**src/pkg/pad_cfg_pkg.sv**
```systemverilog
/*
 Package for the pad configuration and soft reset register bank:
 register addresses, field positions, reset values and carrier types.
 Assumes a 16-bit address, 16-bit data control port decoded upstream.
*/
package pad_cfg_pkg;
    localparam int ADDR_W = 16;
    localparam int DATA_W = 16;

    localparam logic [15:0] ADDR_MASTER_DATA_OUT_PAD = 16'hF7A0;
    localparam logic [15:0] ADDR_MULTIPURPOSE_SIX_PAD = 16'hF7A1;
    localparam logic [15:0] ADDR_MULTIPURPOSE_SEVEN_PAD = 16'hF7A2;
    localparam logic [15:0] ADDR_CLOCK_OUTPUT_PAD = 16'hF7A3;
    localparam logic [15:0] ADDR_SOFTWARE_RESET_CONTROL = 16'hF890;
    localparam logic [15:0] ADDR_PLL_FIRST = 16'hF000;
    localparam logic [15:0] ADDR_PLL_LAST = 16'hF006;

    localparam logic [15:0] RST_MASTER_DATA_OUT_PAD = 16'h0018;
    localparam logic [15:0] RST_MULTIPURPOSE_SIX_PAD = 16'h0018;
    localparam logic [15:0] RST_MULTIPURPOSE_SEVEN_PAD = 16'h0018;
    localparam logic [15:0] RST_CLOCK_OUTPUT_PAD = 16'h0008;
    localparam logic [15:0] RST_SOFTWARE_RESET_CONTROL = 16'h0001;

    localparam int PAD_PULL_BIT = 4;
    localparam int PAD_SLEW_MSB = 3;
    localparam int PAD_SLEW_LSB = 2;
    localparam int PAD_DRIVE_MSB = 1;
    localparam int PAD_DRIVE_LSB = 0;
    localparam int PAD_USED_MSB = 4;
    localparam int SOFT_RESET_N_BIT = 0;

    localparam int PAD_COUNT = 4;
    localparam logic [1:0] PAD_IDX_MASTER = 2'h0;
    localparam logic [1:0] PAD_IDX_SIX = 2'h1;
    localparam logic [1:0] PAD_IDX_SEVEN = 2'h2;
    localparam logic [1:0] PAD_IDX_CLOCK = 2'h3;

    typedef struct packed {
        logic       pull_en;
        logic [1:0] slew_sel;
        logic [1:0] drive_sel;
    } pad_ctrl_t;

    typedef struct packed {
        logic        wr_en;
        logic        rd_en;
        logic [15:0] addr;
        logic [15:0] wdata;
    } reg_req_t;
endpackage

```
**src/rtl/pad_config_soft_reset_regs.sv**
```systemverilog
/*
 Pad configuration and soft reset register bank for four pads.
 Holds the four pad stores, the soft reset control and the read path.
 Pad fields leave as static levels; PLL writes are only flagged, since
 the PLL and panic-manager registers live outside and are never cleared.
 Assumes the I2C/SPI slave port delivers one-cycle write and read
 strobes on clk, and owns the control-port mode itself; this bank only
 reports soft reset, which that port must ignore.
*/
`timescale 1ns/100ps
`default_nettype none
module pad_config_soft_reset_regs
    import pad_cfg_pkg::*;
(
    input  wire logic        clk,
    input  wire logic        srst,
    input  wire reg_req_t    req,
    output logic [15:0]      rdata_reg,
    output logic             rvalid_reg,
    output logic             soft_reset_active_reg,
    output logic             pll_write_reg,
    output logic             multipurpose_pin_one_pull_en,
    output logic [1:0]       multipurpose_pin_one_slew_sel,
    output logic [1:0]       multipurpose_pin_one_drive_sel,
    output logic             multipurpose_six_pulldown_en,
    output logic [1:0]       multipurpose_six_slew_sel,
    output logic [1:0]       multipurpose_six_drive_sel,
    output logic             multipurpose_seven_pulldown_en,
    output logic [1:0]       multipurpose_seven_slew_sel,
    output logic [1:0]       multipurpose_seven_drive_sel,
    output logic             clock_output_pulldown_en,
    output logic [1:0]       clock_output_slew_sel,
    output logic [1:0]       clock_output_drive_sel
);
    localparam logic [15:0] PAD_ADDR [PAD_COUNT] = '{
        ADDR_MASTER_DATA_OUT_PAD, ADDR_MULTIPURPOSE_SIX_PAD,
        ADDR_MULTIPURPOSE_SEVEN_PAD, ADDR_CLOCK_OUTPUT_PAD};
    localparam logic [15:0] PAD_RST [PAD_COUNT] = '{
        RST_MASTER_DATA_OUT_PAD, RST_MULTIPURPOSE_SIX_PAD,
        RST_MULTIPURPOSE_SEVEN_PAD, RST_CLOCK_OUTPUT_PAD};

    logic                 soft_reset_n_reg;
    logic                 soft_reset_n_next;
    logic                 soft_wr;
    logic                 bank_clear;
    logic [PAD_COUNT-1:0] pad_wr;
    logic                 pll_write_next;
    logic                 rvalid_next;
    logic [15:0]          rdata_next;
    pad_ctrl_t            pad_reg [PAD_COUNT];

    function automatic logic is_pll_addr(
        input logic [15:0] a
    );
        return (a >= ADDR_PLL_FIRST) && (a <= ADDR_PLL_LAST);
    endfunction

    // Strobe for a write to one register address
    function automatic logic write_hit(
        input reg_req_t    r,
        input logic [15:0] a
    );
        return r.wr_en && (r.addr == a);
    endfunction

    // Reserved bits are never stored, so they read as zero
    function automatic logic [15:0] pad_word(input pad_ctrl_t p);
        return {11'h000, p};
    endfunction

    // Same for the soft reset word
    function automatic logic [15:0] soft_word(input logic n);
        return {15'h0000, n};
    endfunction

    // One strobe per pad store
    always_comb begin
        for (int i = 0; i < PAD_COUNT; i++) begin
            pad_wr[i] = write_hit(req, PAD_ADDR[i]);
        end
    end

    assign soft_wr = write_hit(req, ADDR_SOFTWARE_RESET_CONTROL);

    // Soft reset clears the pads like srst does, but never itself;
    // port mode lives outside this bank, so soft reset cannot touch it
    assign bank_clear = srst | ~soft_reset_n_reg;

    genvar g;
    generate
        for (g = 0; g < PAD_COUNT; g++) begin : pads
            pad_field_store #(
                .RESET_VALUE (PAD_RST[g])
            ) u_store (
                .clk      (clk),
                .clear    (bank_clear),
                .wr_en    (pad_wr[g]),
                .wdata    (req.wdata),
                .ctrl_reg (pad_reg[g])
            );
        end
    endgenerate

    always_comb begin
        soft_reset_n_next = soft_reset_n_reg;
        if (soft_wr) begin
            soft_reset_n_next = req.wdata[SOFT_RESET_N_BIT];
        end
    end

    // Only srst restores the default; the control itself stays writable
    // so software can leave soft reset
    always_ff @(posedge clk) begin
        if (srst) begin
            soft_reset_n_reg <= RST_SOFTWARE_RESET_CONTROL[SOFT_RESET_N_BIT];
        end else begin
            soft_reset_n_reg <= soft_reset_n_next;
        end
    end

    // Report only; the port keeps its slave mode through soft reset
    always_ff @(posedge clk) begin
        if (srst) begin
            soft_reset_active_reg <= 1'b0;
        end else begin
            soft_reset_active_reg <= ~soft_reset_n_reg;
        end
    end

    // PLL writes pass on during soft reset; that bank sits outside
    assign pll_write_next = req.wr_en && is_pll_addr(req.addr);

    always_ff @(posedge clk) begin
        if (srst) begin
            pll_write_reg <= 1'b0;
        end else begin
            pll_write_reg <= pll_write_next;
        end
    end

    // Read path keeps answering during soft reset
    always_comb begin
        rvalid_next = req.rd_en;
        rdata_next  = 16'h0000;
        if (req.rd_en) begin
            case (req.addr)
                ADDR_MASTER_DATA_OUT_PAD: begin
                    rdata_next = pad_word(pad_reg[PAD_IDX_MASTER]);
                end
                ADDR_MULTIPURPOSE_SIX_PAD: begin
                    rdata_next = pad_word(pad_reg[PAD_IDX_SIX]);
                end
                ADDR_MULTIPURPOSE_SEVEN_PAD: begin
                    rdata_next = pad_word(pad_reg[PAD_IDX_SEVEN]);
                end
                ADDR_CLOCK_OUTPUT_PAD: begin
                    rdata_next = pad_word(pad_reg[PAD_IDX_CLOCK]);
                end
                ADDR_SOFTWARE_RESET_CONTROL: begin
                    rdata_next = soft_word(soft_reset_n_reg);
                end
                default: begin
                    rdata_next = 16'h0000;
                end
            endcase
        end
    end

    // Answer stands one cycle after the strobe
    always_ff @(posedge clk) begin
        if (srst) begin
            rvalid_reg <= 1'b0;
        end else begin
            rvalid_reg <= rvalid_next;
        end
    end

    // Zero between reads keeps the return bus quiet
    always_ff @(posedge clk) begin
        if (srst) begin
            rdata_reg <= 16'h0000;
        end else begin
            rdata_reg <= rdata_next;
        end
    end

    // Master data-out pad, straight from its store flops
    assign multipurpose_pin_one_pull_en   = pad_reg[PAD_IDX_MASTER].pull_en;
    assign multipurpose_pin_one_slew_sel  = pad_reg[PAD_IDX_MASTER].slew_sel;
    assign multipurpose_pin_one_drive_sel = pad_reg[PAD_IDX_MASTER].drive_sel;

    // Pin six pad
    assign multipurpose_six_pulldown_en = pad_reg[PAD_IDX_SIX].pull_en;
    assign multipurpose_six_slew_sel      = pad_reg[PAD_IDX_SIX].slew_sel;
    assign multipurpose_six_drive_sel     = pad_reg[PAD_IDX_SIX].drive_sel;

    // Pin seven pad
    assign multipurpose_seven_pulldown_en = pad_reg[PAD_IDX_SEVEN].pull_en;
    assign multipurpose_seven_slew_sel    = pad_reg[PAD_IDX_SEVEN].slew_sel;
    assign multipurpose_seven_drive_sel   = pad_reg[PAD_IDX_SEVEN].drive_sel;

    // Clock-output pad
    assign clock_output_pulldown_en       = pad_reg[PAD_IDX_CLOCK].pull_en;
    assign clock_output_slew_sel          = pad_reg[PAD_IDX_CLOCK].slew_sel;
    assign clock_output_drive_sel         = pad_reg[PAD_IDX_CLOCK].drive_sel;
endmodule
`default_nettype wire

```
**src/rtl/pad_field_store.sv**
```systemverilog
/*
 One pad configuration register: holds the pull, slew and drive fields.
 Assumes the caller qualifies writes and supplies the reset value.
*/
`timescale 1ns/100ps
`default_nettype none
module pad_field_store
    import pad_cfg_pkg::*;
#(
    parameter logic [15:0] RESET_VALUE = 16'h0018
) (
    input  wire logic        clk,
    input  wire logic        clear,
    input  wire logic        wr_en,
    input  wire logic [15:0] wdata,
    output var  pad_ctrl_t   ctrl_reg
);
    // Reserved bits hold nothing, so they read as zero
    always_ff @(posedge clk) begin
        if (clear) begin
            ctrl_reg <= pad_ctrl_t'(RESET_VALUE[PAD_USED_MSB:0]);
        end else if (wr_en) begin
            ctrl_reg <= pad_ctrl_t'(wdata[PAD_USED_MSB:0]);
        end
    end
endmodule
`default_nettype wire

```
**config.mk**
```make
export PLATFORM = sky130hd
export DESIGN_NAME = pad_config_soft_reset_regs
export DESIGN_NICKNAME = d
export VERILOG_FILES = /design/src/pkg/pad_cfg_pkg.sv /design/src/rtl/pad_config_soft_reset_regs.sv /design/src/rtl/pad_field_store.sv
export SDC_FILE = /design/constraint.sdc
export NUM_CORES = 1
export LEC_CHECK = 0
export BUFFER_PORTS_ARGS = -buffer_cell sky130_fd_sc_hd__buf_2
export CORE_MARGIN = 2
export CORE_UTILIZATION = 43
export CTS_CLUSTER_DIAMETER = 60
export DETAILED_ROUTE_END_ITERATION = 8
export HOLD_SLACK_MARGIN = 0.12
export PLACE_DENSITY = 0.76
export SKIP_LAST_GASP = 1
export SYNTH_ARGS = -nofsm -noshare
export SYNTH_HDL_FRONTEND = slang
export SYNTH_SLANG_ARGS = --single-unit
```
**constraint.sdc**
```tcl
create_clock -name clk -period 2.79 [get_ports clk]
set_input_delay 0.558 -clock clk [delete_from_list [all_inputs] [get_ports clk]]
set_output_delay 0.558 -clock clk [all_outputs]
set_load 0.005 [all_outputs]
```
# Word level (Yosys, flattened, before mapping)
# Cells that the tools add are included.
dict set report op_classes {
  n_addsub 0
  multipliers 0
  div_mod_pow 0
  n_lt_le_gt_ge 2
  n_eq_ne 5
  shifts 0
  mux 1
  bitwise_logic 3
  reduce_logical 8
}
# cell n
set op_table {}
lappend op_table {{$eq 16x16->1 const B} 5}
lappend op_table {{$pmux 5 s5} 1}
lappend op_table {{$ge 16x16->1 const B} 1}
lappend op_table {{$le 16x16->1 const B} 1}
lappend op_table {{$logic_and 1x1->1} 7}
lappend op_table {{$not 1->1} 2}
lappend op_table {{$reduce_or 2->1} 1}
lappend op_table {{$or 1x1->1} 1}
dict set report totals {
  ff_bits 40
  latchBits 0
  ram_bits 0
  rom_bits 0
  inputBits 36
  word_cells 36
  memories 0
}

# Logic depth before layout (Yosys ltp)
# Gate-level depths: netlist of run 1.
dict set report depth {
  word_depth 3
  mapped_depth 5
  mapped_depth_nobuf 4
}

# Hierarchy
# From an unflattened synthesis of run 1, not the netlist that was laid out.
dict set report unflattened {
  cells_unflattened 121
  area_unflattened_um2 1351.3
}
# mod n_inst cells_each area_each_um2 seq_area_each_um2
set by_module_without_submodules {}
lappend by_module_without_submodules {pad_config_soft_reset_regs 1 57 630.6 180.2}
lappend by_module_without_submodules {{pad_field_store (pads[0].u_store ...)} 3 16 178.9 100.1}
lappend by_module_without_submodules {{pad_field_store (pads[3].u_store)} 1 16 183.9 100.1}

# Least setup slack after synthesis of run 1
# Ideal clock, no wire load.
dict set report synth_path {
  kind {input port to flip-flop}
  start {input req[20] (netlist name)}
  end {register pads[0].u_store.ctrl_reg[0] (netlist name)}
  setup_time_ns 0.072
  arrival_time_ns 2.025
  required_ns 2.718
  slack_ns 0.693
  path_stages 4
  cell_sequence {or4_4 > nor4_4 > nor3b_4 > mux2i_1}
}
dict set report synth_via {
  elab_chain_cells 2
}
# element line
set synth_rtl {}
lappend synth_rtl {{from (decl)} pad_config_soft_reset_regs.sv:17} ;# input wire reg_req_t req,
lappend synth_rtl {{$eq 16x16->1} pad_config_soft_reset_regs.sv:63} ;# return r.wr_en && (r.addr == a);
lappend synth_rtl {{$logic_and 1x1->1} pad_config_soft_reset_regs.sv:63}
lappend synth_rtl {{to (signal assigned)} pad_field_store.sv:21} ;# ctrl_reg <= pad_ctrl_t'(RESET_VALUE[PAD_USED_MSB:0]);
lappend synth_rtl {{to (signal assigned)} pad_field_store.sv:23} ;# ctrl_reg <= pad_ctrl_t'(wdata[PAD_USED_MSB:0]);
lappend synth_rtl {{to (decl)} pad_field_store.sv:16} ;# output var pad_ctrl_t ctrl_reg
# Every way passes these cells.
# A chain may end at the register's enable or synchronous reset.

# Final worst setup path of run 1
# Same ends and word-level chain as after synthesis.

==> results of run 1 <==
==> how the worst min path moves through the flow <==
| stage | endpoint | startpoint | cells past startpoint | slack [ns] |
|---|---|---|---|---|
| after floorplan | soft_reset_active_reg$_SDFF_PP0_ | soft_reset_n_reg$_SDFFE_PP1P_ | 1 | 0.44 |
| after global placement | pads[3].u_store.ctrl_reg[1]$_SDFFE_PP0P_ | pads[3].u_store.ctrl_reg[1]$_SDFFE_PP0P_ | 2 | 0.46 |
| after detailed placement | pads[0].u_store.ctrl_reg[1]$_SDFFE_PP0P_ | pads[0].u_store.ctrl_reg[1]$_SDFFE_PP0P_ | 2 | 0.47 |
| after CTS | soft_reset_active_reg$_SDFF_PP0_ | srst | 2 | 0.46 |
| after global routing | soft_reset_active_reg$_SDFF_PP0_ | srst | 2 | 0.50 |
| final | pads[0].u_store.ctrl_reg[1]$_SDFFE_PP0P_ | pads[0].u_store.ctrl_reg[1]$_SDFFE_PP0P_ | 2 | 0.48 |
==> Yosys cell counts (all sizes together), types with 2 or more instances <==
master / number / area (um^2)
clkbuf: 5 / 18.77
nor4: 4 / 40.04
buf: 11 / 82.58
dfxtp: 29 / 580.6
nand2: 18 / 67.56
and3: 4 / 25.02
nor2: 12 / 45.04
nand3b: 3 / 22.52
nor2b: 3 / 18.77
mux2i: 20 / 200.2
nand4: 3 / 18.77
nand2b: 2 / 12.51
or4: 2 / 18.77
nand3: 2 / 10.01
mux4: 5 / 112.6
and2: 2 / 12.51
==> final cells by class <==
class                           count  area [um^2]
Multi-Input combinational cell     96        691.9
Timing Repair Buffer               53        267.8
Clock inverter                      2        35.03
Clock buffer                        5        37.54
Fill cell                         298         1349
Tap cell                           33        41.29
Sequential cell                    29        580.6
==> per-layer routing <==
| layer | up-vias | GRT usage [%] |
|---|---|---|
| met1 | 505 | 19.65 |
| met2 | 53 | 29.66 |
| met5 | - | 0 |
| li1 | 554 | - |
| met4 | 0 | 11.43 |
| met3 | 7 | 4.978 |
==> cells by family after synthesis <==
logic type | synth area share [%]
compound gates | 1.030
buf+inv | 7.584
flops | 43.45
mux | 23.41
other cells | 0.2806
simple gates | 24.25
==> critical path: cells and delay by family <==
family | cells | cell delay [ns]
buffers and inverters | 1 | 0.11
AND/OR/NAND/NOR | 3 | 1.42
multiplexers | 1 | 0.23
==> power breakdown <==
group / switching (mW) / internal [mW]
sequential: 0.000120 / 0.414
clock: 0.144 / 0.182
combinational: 0.0334 / 0.0231
total: 0.178 / 0.620
==> through the flow <==
stage	std cells	power [mW]	instance area [um^2]	hold WS, ns
after floorplan	141	0.4652	1374	0.4376
after global placement	211	0.4782	1582	0.4583
after detailed placement	211	0.4798	1582	0.4677
after CTS	218	0.8034	1654	0.4613
after global routing	218	0.8243	1654	0.4951
final	218	0.7975	1654	0.4758
==> key figures, run 1 <==
Outcome
  – Status: complete, no violations

Hold path
  – Hold Path Class: flop to flop

Routing
  – DR vias/cell: just over 5
  – Routed WL: approximately 2900 um
  – Post-DRT Antenna Nets: 0
  – Via Count: ~1100
  – Post-route DRC: 0
  – Max layer used: met4
  – Initial DRC count: 39
  – Routed wl met2: around 1400 um
  – Met3 WL: about 230 um
  – Detail-routed net length per standard cell: 13.29 um
  – Drt pass-1 iters: 4
  – M1 WL: about 1200 um

Yosys
  – Yosys reg bits: 29
  – Post-Synthesis Cells: approximately 130
  – Synth Area per Inst: 10.20 um^2
  – Post-Syn Area: approximately 0.0013 mm^2
  – YS warnings: 0
  – Ys async rst share: 0%
  – Main synth FF type: dfxtp_1
  – Synth cell types: 24
  – Post-synth EDFFs: 0
  – Seq/Total Area, Yosys: a little over two fifths

Clock tree
  – Setup Fix Bufs, Post-CTS: 0
  – PostCTS Resize Cnt: 0
  – Num CTS Buffers: 5
  – H-tree depth: 2
  – Root buffer cell: clkbuf_4
  – Hold Buf Count CTS: 0
  – Clk_lat worst skew: around 0.33 ns
  – CTS tree: built
  – Clock-pin slew on the worst setup and hold paths: around 0.090 ns
  – Clock Path Buffers: 2
  – Clock sink total: 29

Setup path
  – Worst Path Max Fanout: 6
  – Critical R2R Capture: pads[3].u_store.ctrl_reg[1]$_SDFFE_PP0P_
  – CP Capture Point: pads[0].u_store.ctrl_reg[0]$_SDFFE_PP0P_
  – Crit Path Class: input port to flop
  – Startpoint types: input port
  – Slowest-stage cell, CP: or4_4
  – Flop-to-flop setup slack: ~1.7 ns
  – Req. time, crit path: roughly 3 ns
  – Worst setup EP type: flop
  – Arrival @ worst endpoint: roughly 2.3 ns
  – Critical Path Start: req[20]
  – R2R depth: 4
  – Worst R2R Start: soft_reset_n_reg$_SDFFE_PP1P_
  – Max stage delay on crit path: ~0.56 ns
  – Critical path cell sequence: buf_2 > or4_4 > nor4_4 > nor3b_4 > mux2i_1

Cells and area
  – Max FFs per register: 20
  – Most frequent cells in the layout: buf_2 (52), dfxtp_1 (29), mux2i_1 (20)
  – Number of nets in the layout: about 220
  – Core Util, Final: 55.08%
  – Layout cells sized above 1: 36.76%
  – Most common cell after layout, fill and taps aside: buf_2
  – Ant. Diodes: 0
  – Synthesis-to-finish area growth: 23.78%

Global route
  – First-pass GRT wire length: about 4600 um
  – GR Overflow Total: 0
  – Total GRT Usage: about 18%
  – Antenna violations before repair: 0
  – Vias in the first global route: 1032
  – Largest net degree at the start of global routing: 18

STA
  – Final Hold Fails: 0
  – Fin. max-slew vios: 0
  – RSZ-0062 raised after global routing: no
  – PnR worst setup slack: 0.7303 ns
  – Slew at the pin closest to its max-slew limit: between 0.6 and 0.7 ns
  – Clock Skews: 0.008734 ns
  – F_max: slightly below 500 MHz
  – Normalized max-slew margin: 55.29%
  – Final Setup Violations: 0
  – Final period util: between 70% and 80%
  – Final TNS setup: 0 ns
  – Fin crit period: about 2 ns

Floorplan
  – Die Wd: between 50 and 60 um
  – Die area: approximately 0.0036 mm^2
  – Die height: approximately 60 um
  – Io pins: 75
  – Core Region: 0.003003 mm^2
  – Starting Density: between 40% and 50%
  – FP Rows: 20

Placement
  – Placement Setup Slack: between 0.3 and 0.4 ns
  – Post-DP HPWL: about 2200 um
  – Port bufs: 52
  – Routability cong.: 0.7775

Flow run
  – # Max-Cap Violations: 0

Power
  – Pwr Density: between 400 and 500 mW/mm^2
  – Peak VDD IR: between 0.0002 and 0.0003 V
  – Pleak: 0.8174 nW
Power figures use the tool's default switching activity.
==> run 2: changes to the inputs <==
CORE_UTILIZATION = 39   (was 43)
PLACE_DENSITY = 0.73   (was 0.76)
clock period = 1.7 ns   (was 2.79 ns; I/O delays follow)
==> key figures, run 2 (synthesized netlist as in run 1, its figures left out) <==
Outcome
  – Status: complete, no violations (unchanged)

Setup path
  – Critical path depth in cells: 6 (was 5)
  – Worst setup EP type: flop (unchanged)
  – WP buf/inv: 2 (was 1)
  – Req. time, crit path: 1.95 ns (was 3.05 ns)
  – Worst Path Max Fanout: 4 (was 6)
  – Kind of cell adding the most delay to the critical path: simple AND/OR/NAND/NOR gates (unchanged)
  – Max stage delay on crit path: 0.55 ns (was 0.56 ns)
  – Arrival @ worst endpoint: 1.80 ns (was 2.32 ns)
  – Critical path cell sequence: buf_2 > or4_4 > nor4_4 > buf_4 > and2_1 > mux2i_1 (was buf_2 > or4_4 > nor4_4 > nor3b_4 > mux2i_1)
  – Slowest-stage cell, CP: or4_4 (unchanged)
  – R2R depth: 3 (was 4)
  – Crit Path Class: input port to flop (unchanged)
  – Startpoint types: input port (unchanged)

Power
  – Pleak: 0.8498 nW (was 0.8174 nW)
  – Reg power frac: 58.3% (was 52.0%)
  – Pwr Density: 677.5 mW/mm^2 (was 482.1 mW/mm^2)
  – Clock share of power: 33.6% (was 41.0%)
  – Sw frac: 24.25% (was 22.31%)
  – Gate power share: 8.1% (was 7.1%)
  – Final Power: 1.166 mW (was 797.5 uW)
  – Cell Int Power: 883.5 uW (was 619.6 uW)
  – Psw: 282.8 uW (was 177.9 uW)
  – Peak VDD IR: 0.0003817 V (was 0.0002620 V)

Cells and area
  – Layout cells sized above 1: 38.78% (was 36.76%)
  – Register Area: 580.6 um^2 (unchanged)
  – Most frequent cells in the layout: buf_2 (52), dfxtp_1 (29), mux2i_1 (20) (unchanged)
  – Fillers: 335 (was 298)
  – Synthesis-to-finish area growth: 28.84% (was 23.78%)
  – Ant. Diodes: 0 (unchanged)
  – Most common cell after layout, fill and taps aside: buf_2 (unchanged)
  – Max FFs per register: 20 (unchanged)
  – Number of nets in the layout: 231 (was 221)
  – Multi-input gate area: 691.9 um^2 (unchanged)

Routing
  – Post-DRT Antenna Nets: 0 (unchanged)
  – Drt pass-1 iters: 4 (unchanged)
  – Routed WL: 2971 um (was 2898 um)
  – Detail-routed net length per standard cell: 12.28 um (was 13.29 um)
  – DR vias/cell: 4.711 (was 5.133)
  – Initial DRC count: 34 (was 39)
  – Post-route DRC: 0 (unchanged)
  – Via Count: 1140 (was 1119)

STA
  – Clock Skews: 0.007359 ns (was 0.008734 ns)
  – Final TNS setup: 0 ns (unchanged)
  – F_max: around 650 MHz
  – Fin. max-slew vios: 0 (unchanged)
  – Fin crit period: between 1.5 and 2 ns
  – Final hold slack: 0.2585 ns (was 0.4758 ns)
  – Final Hold Fails: 0 (unchanged)
  – PnR worst setup slack: 0.1533 ns (was 0.7303 ns)
  – Final Setup Violations: 0 (unchanged)
  – Final period util: 90.98%
  – RSZ-0062 raised after global routing: no (unchanged)

Floorplan
  – Die area: 0.003911 mm^2 (was 0.003569 mm^2)
  – Die Wd: 62.54 um (was 59.75 um)
  – FP Rows: 21 (was 20)
  – Core Region: 0.003311 mm^2 (was 0.003003 mm^2)
  – Die height: 62.54 um (was 59.75 um)
  – Starting Density: 40.36% (was 44.50%)
  – Io pins: 75 (unchanged)

Clock tree
  – Clock Path Buffers: 2 (unchanged)
  – Clock-pin slew on the worst setup and hold paths: 0.09 ns (about the same)
  – Clock sink total: 29 (unchanged)
  – Root buffer cell: clkbuf_4 (unchanged)
  – Clk_lat worst skew: 0.33 ns (about the same)
  – Setup Fix Bufs, Post-CTS: 0 (unchanged)
  – H-tree depth: 2 (unchanged)
  – Num CTS Buffers: 5 (unchanged)
  – CTS tree: built (unchanged)
  – PostCTS Resize Cnt: 0 (unchanged)
  – Hold Buf Count CTS: 0 (unchanged)

Placement
  – Placement Setup Slack: -0.1960 ns (was 0.3722 ns)
  – Port bufs: 52 (unchanged)
  – Routability cong.: 0.7249 (was 0.7775)
  – Post-DP HPWL: 2275 um (was 2202 um)

Flow run
  – # Max-Cap Violations: 0 (unchanged)

Global route
  – Antenna violations before repair: 0 (unchanged)
  – Largest net degree at the start of global routing: 18 (unchanged)
  – Total GRT Usage: 16.86% (was 17.78%)
  – Vias in the first global route: 1094 (was 1032)
  – GR Overflow Total: 0 (unchanged)
  – First-pass GRT wire length: 5078 um (was 4609 um)

Hold path
  – Hold Path Class: input port to flop (was flop to flop)
  – Hold path depth: 2 (unchanged)
## run 2: changes by cell type in the layout (fill, tap and decap cells not counted)
cell / delta
clkbuf_1: +3
buf_4: +10
bufinv_16: -1
clkinv_2: -1
## run 2: power by group through the flow
| stage | logic (mW) | clock network (mW) | registers (mW) |
|---|---|---|---|
| detailed placement | 0.0948 | 0 | 0.696 |
| global placement | 0.0942 | 0 | 0.696 |
| global route | 0.107 | 0.445 | 0.680 |
| CTS | 0.0955 | 0.401 | 0.680 |
| floorplan | 0.0672 | 0 | 0.696 |
| finish | 0.0950 | 0.391 | 0.680 |
## run 2: worst paths after layout
kind                                                               start                                  endpoint  slack, ns
worst max-delay path                                             req[20]  pads[3].u_store.ctrl_reg[1]$_SDFFE_PP0P_       0.15
worst min-delay path                                                srst          soft_reset_active_reg$_SDFF_PP0_       0.26
worst max register to register             soft_reset_n_reg$_SDFFE_PP1P_  pads[3].u_store.ctrl_reg[3]$_SDFFE_PP1P_       0.55
worst min register to register  pads[0].u_store.ctrl_reg[0]$_SDFFE_PP0P_  pads[0].u_store.ctrl_reg[0]$_SDFFE_PP0P_       0.48
## run 2: layout make-up
type                            instances  area share (%)
Tap cell                               46           3.343
Timing Repair Buffer                   63           19.91
Clock buffer                            8           2.834
Multi-Input combinational cell         96           40.19
Sequential cell                        29           33.72
## run 2: metal layers
metal | vias up | part of all wire, % | global-route usage (%)
met2 | 46 | 47 | 28.23
met5 | - | 0 | 0
li1 | 574 | - | -
met1 | 513 | 43 | 18.55
met3 | 7 | 8.8 | 7.928
met4 | 0 | 1.9 | 6.389
## run 2: per-stage QoR
stage	cell area (um^2)	util, %	cells
floorplan	1374	-	141
global placement	1673	50.53	234
detailed placement	1673	50.53	234
CTS	1722	52.00	242
global route	1722	52.00	242
finish	1722	52.00	242
==> run 3: changes to the inputs <==
CORE_UTILIZATION = 41   (was 39)
CTS_BUF_LIST = sky130_fd_sc_hd__clkbuf_2   (was not set)
PLACE_DENSITY = 0.76   (was 0.73)
==> key figures, run 3 (synthesized netlist as in run 1, its figures left out) <==
STA
  – Final Hold Fails: 0 (unchanged)
  – RSZ-0062 raised after global routing: no (unchanged)
  – Fin. max-slew vios: 0 (unchanged)
  – Fin crit period: 1.574 ns (was 1.547 ns)
  – Final Setup Violations: 0 (unchanged)
  – F_max: 635.5 MHz (was 646.5 MHz)
  – Clock Skews: 0.01367 ns (was 0.007359 ns)
  – Final period util: 92.56% (was 90.98%)

Routing
  – Max layer used: met4 (unchanged)
  – Drt pass-1 iters: 4 (unchanged)
  – DR vias/cell: 4.829 (was 4.711)
  – Post-route DRC: 0 (unchanged)
  – Routed wl met2: 1496 um (was 1385 um)
  – Via Count: 1183 (was 1140)
  – Post-DRT Antenna Nets: 0 (unchanged)
  – M1 WL: 1342 um (was 1266 um)
  – Initial DRC count: 52 (was 34)
  – Met3 WL: 175 um (was 261 um)
  – Detail-routed net length per standard cell: 12.51 um (was 12.28 um)
  – Routed WL: 3065 um (was 2971 um)

Floorplan
  – Die Wd: 61.09 um (was 62.54 um)
  – FP Rows: 20 (was 21)
  – Io pins: 75 (unchanged)
  – Core Region: 0.003078 mm^2 (was 0.003311 mm^2)
  – Starting Density: 43.41% (was 40.36%)
  – Die area: 0.003732 mm^2 (was 0.003911 mm^2)
  – Die height: 61.09 um (was 62.54 um)

Power
  – Gate power share: 9.2% (was 8.1%)
  – Psw: 278.4 uW (was 282.8 uW)
  – Clock share of power: 28.8% (was 33.6%)
  – Peak VDD IR: 0.0002739 V (was 0.0003817 V)
  – Pleak: 0.8794 nW (was 0.8498 nW)
  – Pwr Density: 626.5 mW/mm^2 (was 677.5 mW/mm^2)
  – Sw frac: 25.32% (was 24.25%)
  – Final Power: 1.100 mW (was 1.166 mW)
  – Cell Int Power: 821.3 uW (was 883.5 uW)
  – Reg power frac: 61.9% (was 58.3%)

Clock tree
  – Root buffer cell: clkbuf_2 (was clkbuf_4)
  – Clock Path Buffers: 2 (unchanged)
  – Num CTS Buffers: 5 (unchanged)
  – CTS tree: built (unchanged)
  – Clock-pin slew on the worst setup and hold paths: 0.14 ns (was 0.09 ns)
  – Hold Buf Count CTS: 0 (unchanged)
  – Clk_lat worst skew: 0.34 ns (was 0.33 ns)
  – PostCTS Resize Cnt: 0 (unchanged)
  – Setup Fix Bufs, Post-CTS: 0 (unchanged)
  – Clock sink total: 29 (unchanged)
  – H-tree depth: 2 (unchanged)

Cells and area
  – Most common cell after layout, fill and taps aside: buf_2 (unchanged)
  – Most frequent cells in the layout: buf_2 (52), dfxtp_1 (29), mux2i_1 (20) (unchanged)
  – Multi-input gate area: 698.2 um^2 (was 691.9 um^2)
  – Number of nets in the layout: 237 (was 231)
  – Fillers: 297 (was 335)
  – Synthesis-to-finish area growth: 31.37% (was 28.84%)
  – Design area: 0.001755 mm^2 (was 0.001722 mm^2)
  – Register Area: 580.6 um^2 (unchanged)
  – Layout cells sized above 1: 41.79% (was 38.78%)
  – Ant. Diodes: 0 (unchanged)
  – Max FFs per register: 20 (unchanged)

Placement
  – Placed cell area: 0.001715 mm^2 (was 0.001673 mm^2)
  – Post-DP HPWL: 2371 um (was 2275 um)
  – Routability cong.: 0.7802 (was 0.7249)
  – Port bufs: 52 (unchanged)

Hold path
  – Hold path depth: 2 (unchanged)
  – Hold Path Class: input port to flop (unchanged)

Setup path
  – Worst Path Max Fanout: 3 (was 4)
  – Worst setup EP type: flop (unchanged)
  – Arrival @ worst endpoint: 1.84 ns (was 1.80 ns)
  – R2R depth: 3 (unchanged)
  – Max stage delay on crit path: 0.55 ns (about the same)
  – Startpoint types: input port (unchanged)
  – Crit Path Class: input port to flop (unchanged)
  – Req. time, crit path: 1.96 ns (was 1.95 ns)
  – Slowest-stage cell, CP: or4_4 (unchanged)
  – Critical path cell sequence: buf_2 > or4_4 > nor4_4 > nor3b_4 > buf_4 > mux2i_1 (was buf_2 > or4_4 > nor4_4 > buf_4 > and2_1 > mux2i_1)

Flow run
  – # Max-Cap Violations: 0 (unchanged)

Global route
  – Largest net degree at the start of global routing: 18 (unchanged)
  – GR Overflow Total: 0 (unchanged)
  – Antenna violations before repair: 0 (unchanged)
  – Vias in the first global route: 1114 (was 1094)
  – First-pass GRT wire length: 4747 um (was 5078 um)
  – Total GRT Usage: 17.37% (was 16.86%)

Outcome
  – Status: complete, no violations (unchanged)
## run 3: layout make-up
type	count	area share (%)
Sequential cell	29	33.07
Multi-Input combinational cell	96	39.77
Clock inverter	1	0.2138
Tap cell	44	3.136
Clock buffer	6	1.711
Timing Repair Buffer	69	22.10
## run 3: final timing paths
path / from / slack (ns) / end
worst max-delay path: req[20] / 0.13 / pads[0].u_store.ctrl_reg[4]$_SDFFE_PP1P_
worst max register to register: pads[3].u_store.ctrl_reg[0]$_SDFFE_PP0P_ / 0.53 / rdata_reg[0]$_SDFF_PP0_
worst min-delay path: srst / 0.23 / soft_reset_active_reg$_SDFF_PP0_
worst min register to register: pads[3].u_store.ctrl_reg[0]$_SDFFE_PP0P_ / 0.49 / pads[3].u_store.ctrl_reg[0]$_SDFFE_PP0P_
## run 3: per-stage QoR
| stage | setup slack, ns | setup TNS (ns) | util, % | cells | hold WS, ns |
|---|---|---|---|---|---|
| 2_1_floorplan | -0.06017 | -0.3008 | - | 141 | 0.4177 |
| 3_3_place_gp | -0.2680 | -4.233 | 55.73 | 238 | 0.4595 |
| 3_5_place_dp | -0.2464 | -4.803 | 55.73 | 238 | 0.4649 |
| 4_1_cts | 0.1125 | 0 | 56.83 | 245 | 0.2180 |
| 5_1_grt | 0.08495 | 0 | 57.03 | 245 | 0.2108 |
| 6_report | 0.1265 | 0 | 57.03 | 245 | 0.2342 |
## run 3: critical path, delay by kind of cell
family / cells / cell delay (ns)
buf+inv: 2 / 0.27
mux: 1 / 0.20
simple gates: 3 / 1.04
## run 3: per-layer routing
metal  vias to the layer above  track usage (%)
li1                        579                -
met1                       551            20.78
met2                        48            28.72
met4                         0            8.385
met5                         -                0
met3                         5            4.832
## run 3: power groups by stage
stage / clock [mW] / combinational [mW] / sequential (mW)
final: 0.317 / 0.102 / 0.681
after global routing: 0.366 / 0.112 / 0.682
after CTS: 0.324 / 0.100 / 0.681
after detailed placement: 0 / 0.0997 / 0.696
after global placement: 0 / 0.0983 / 0.696
after floorplan: 0 / 0.0672 / 0.696
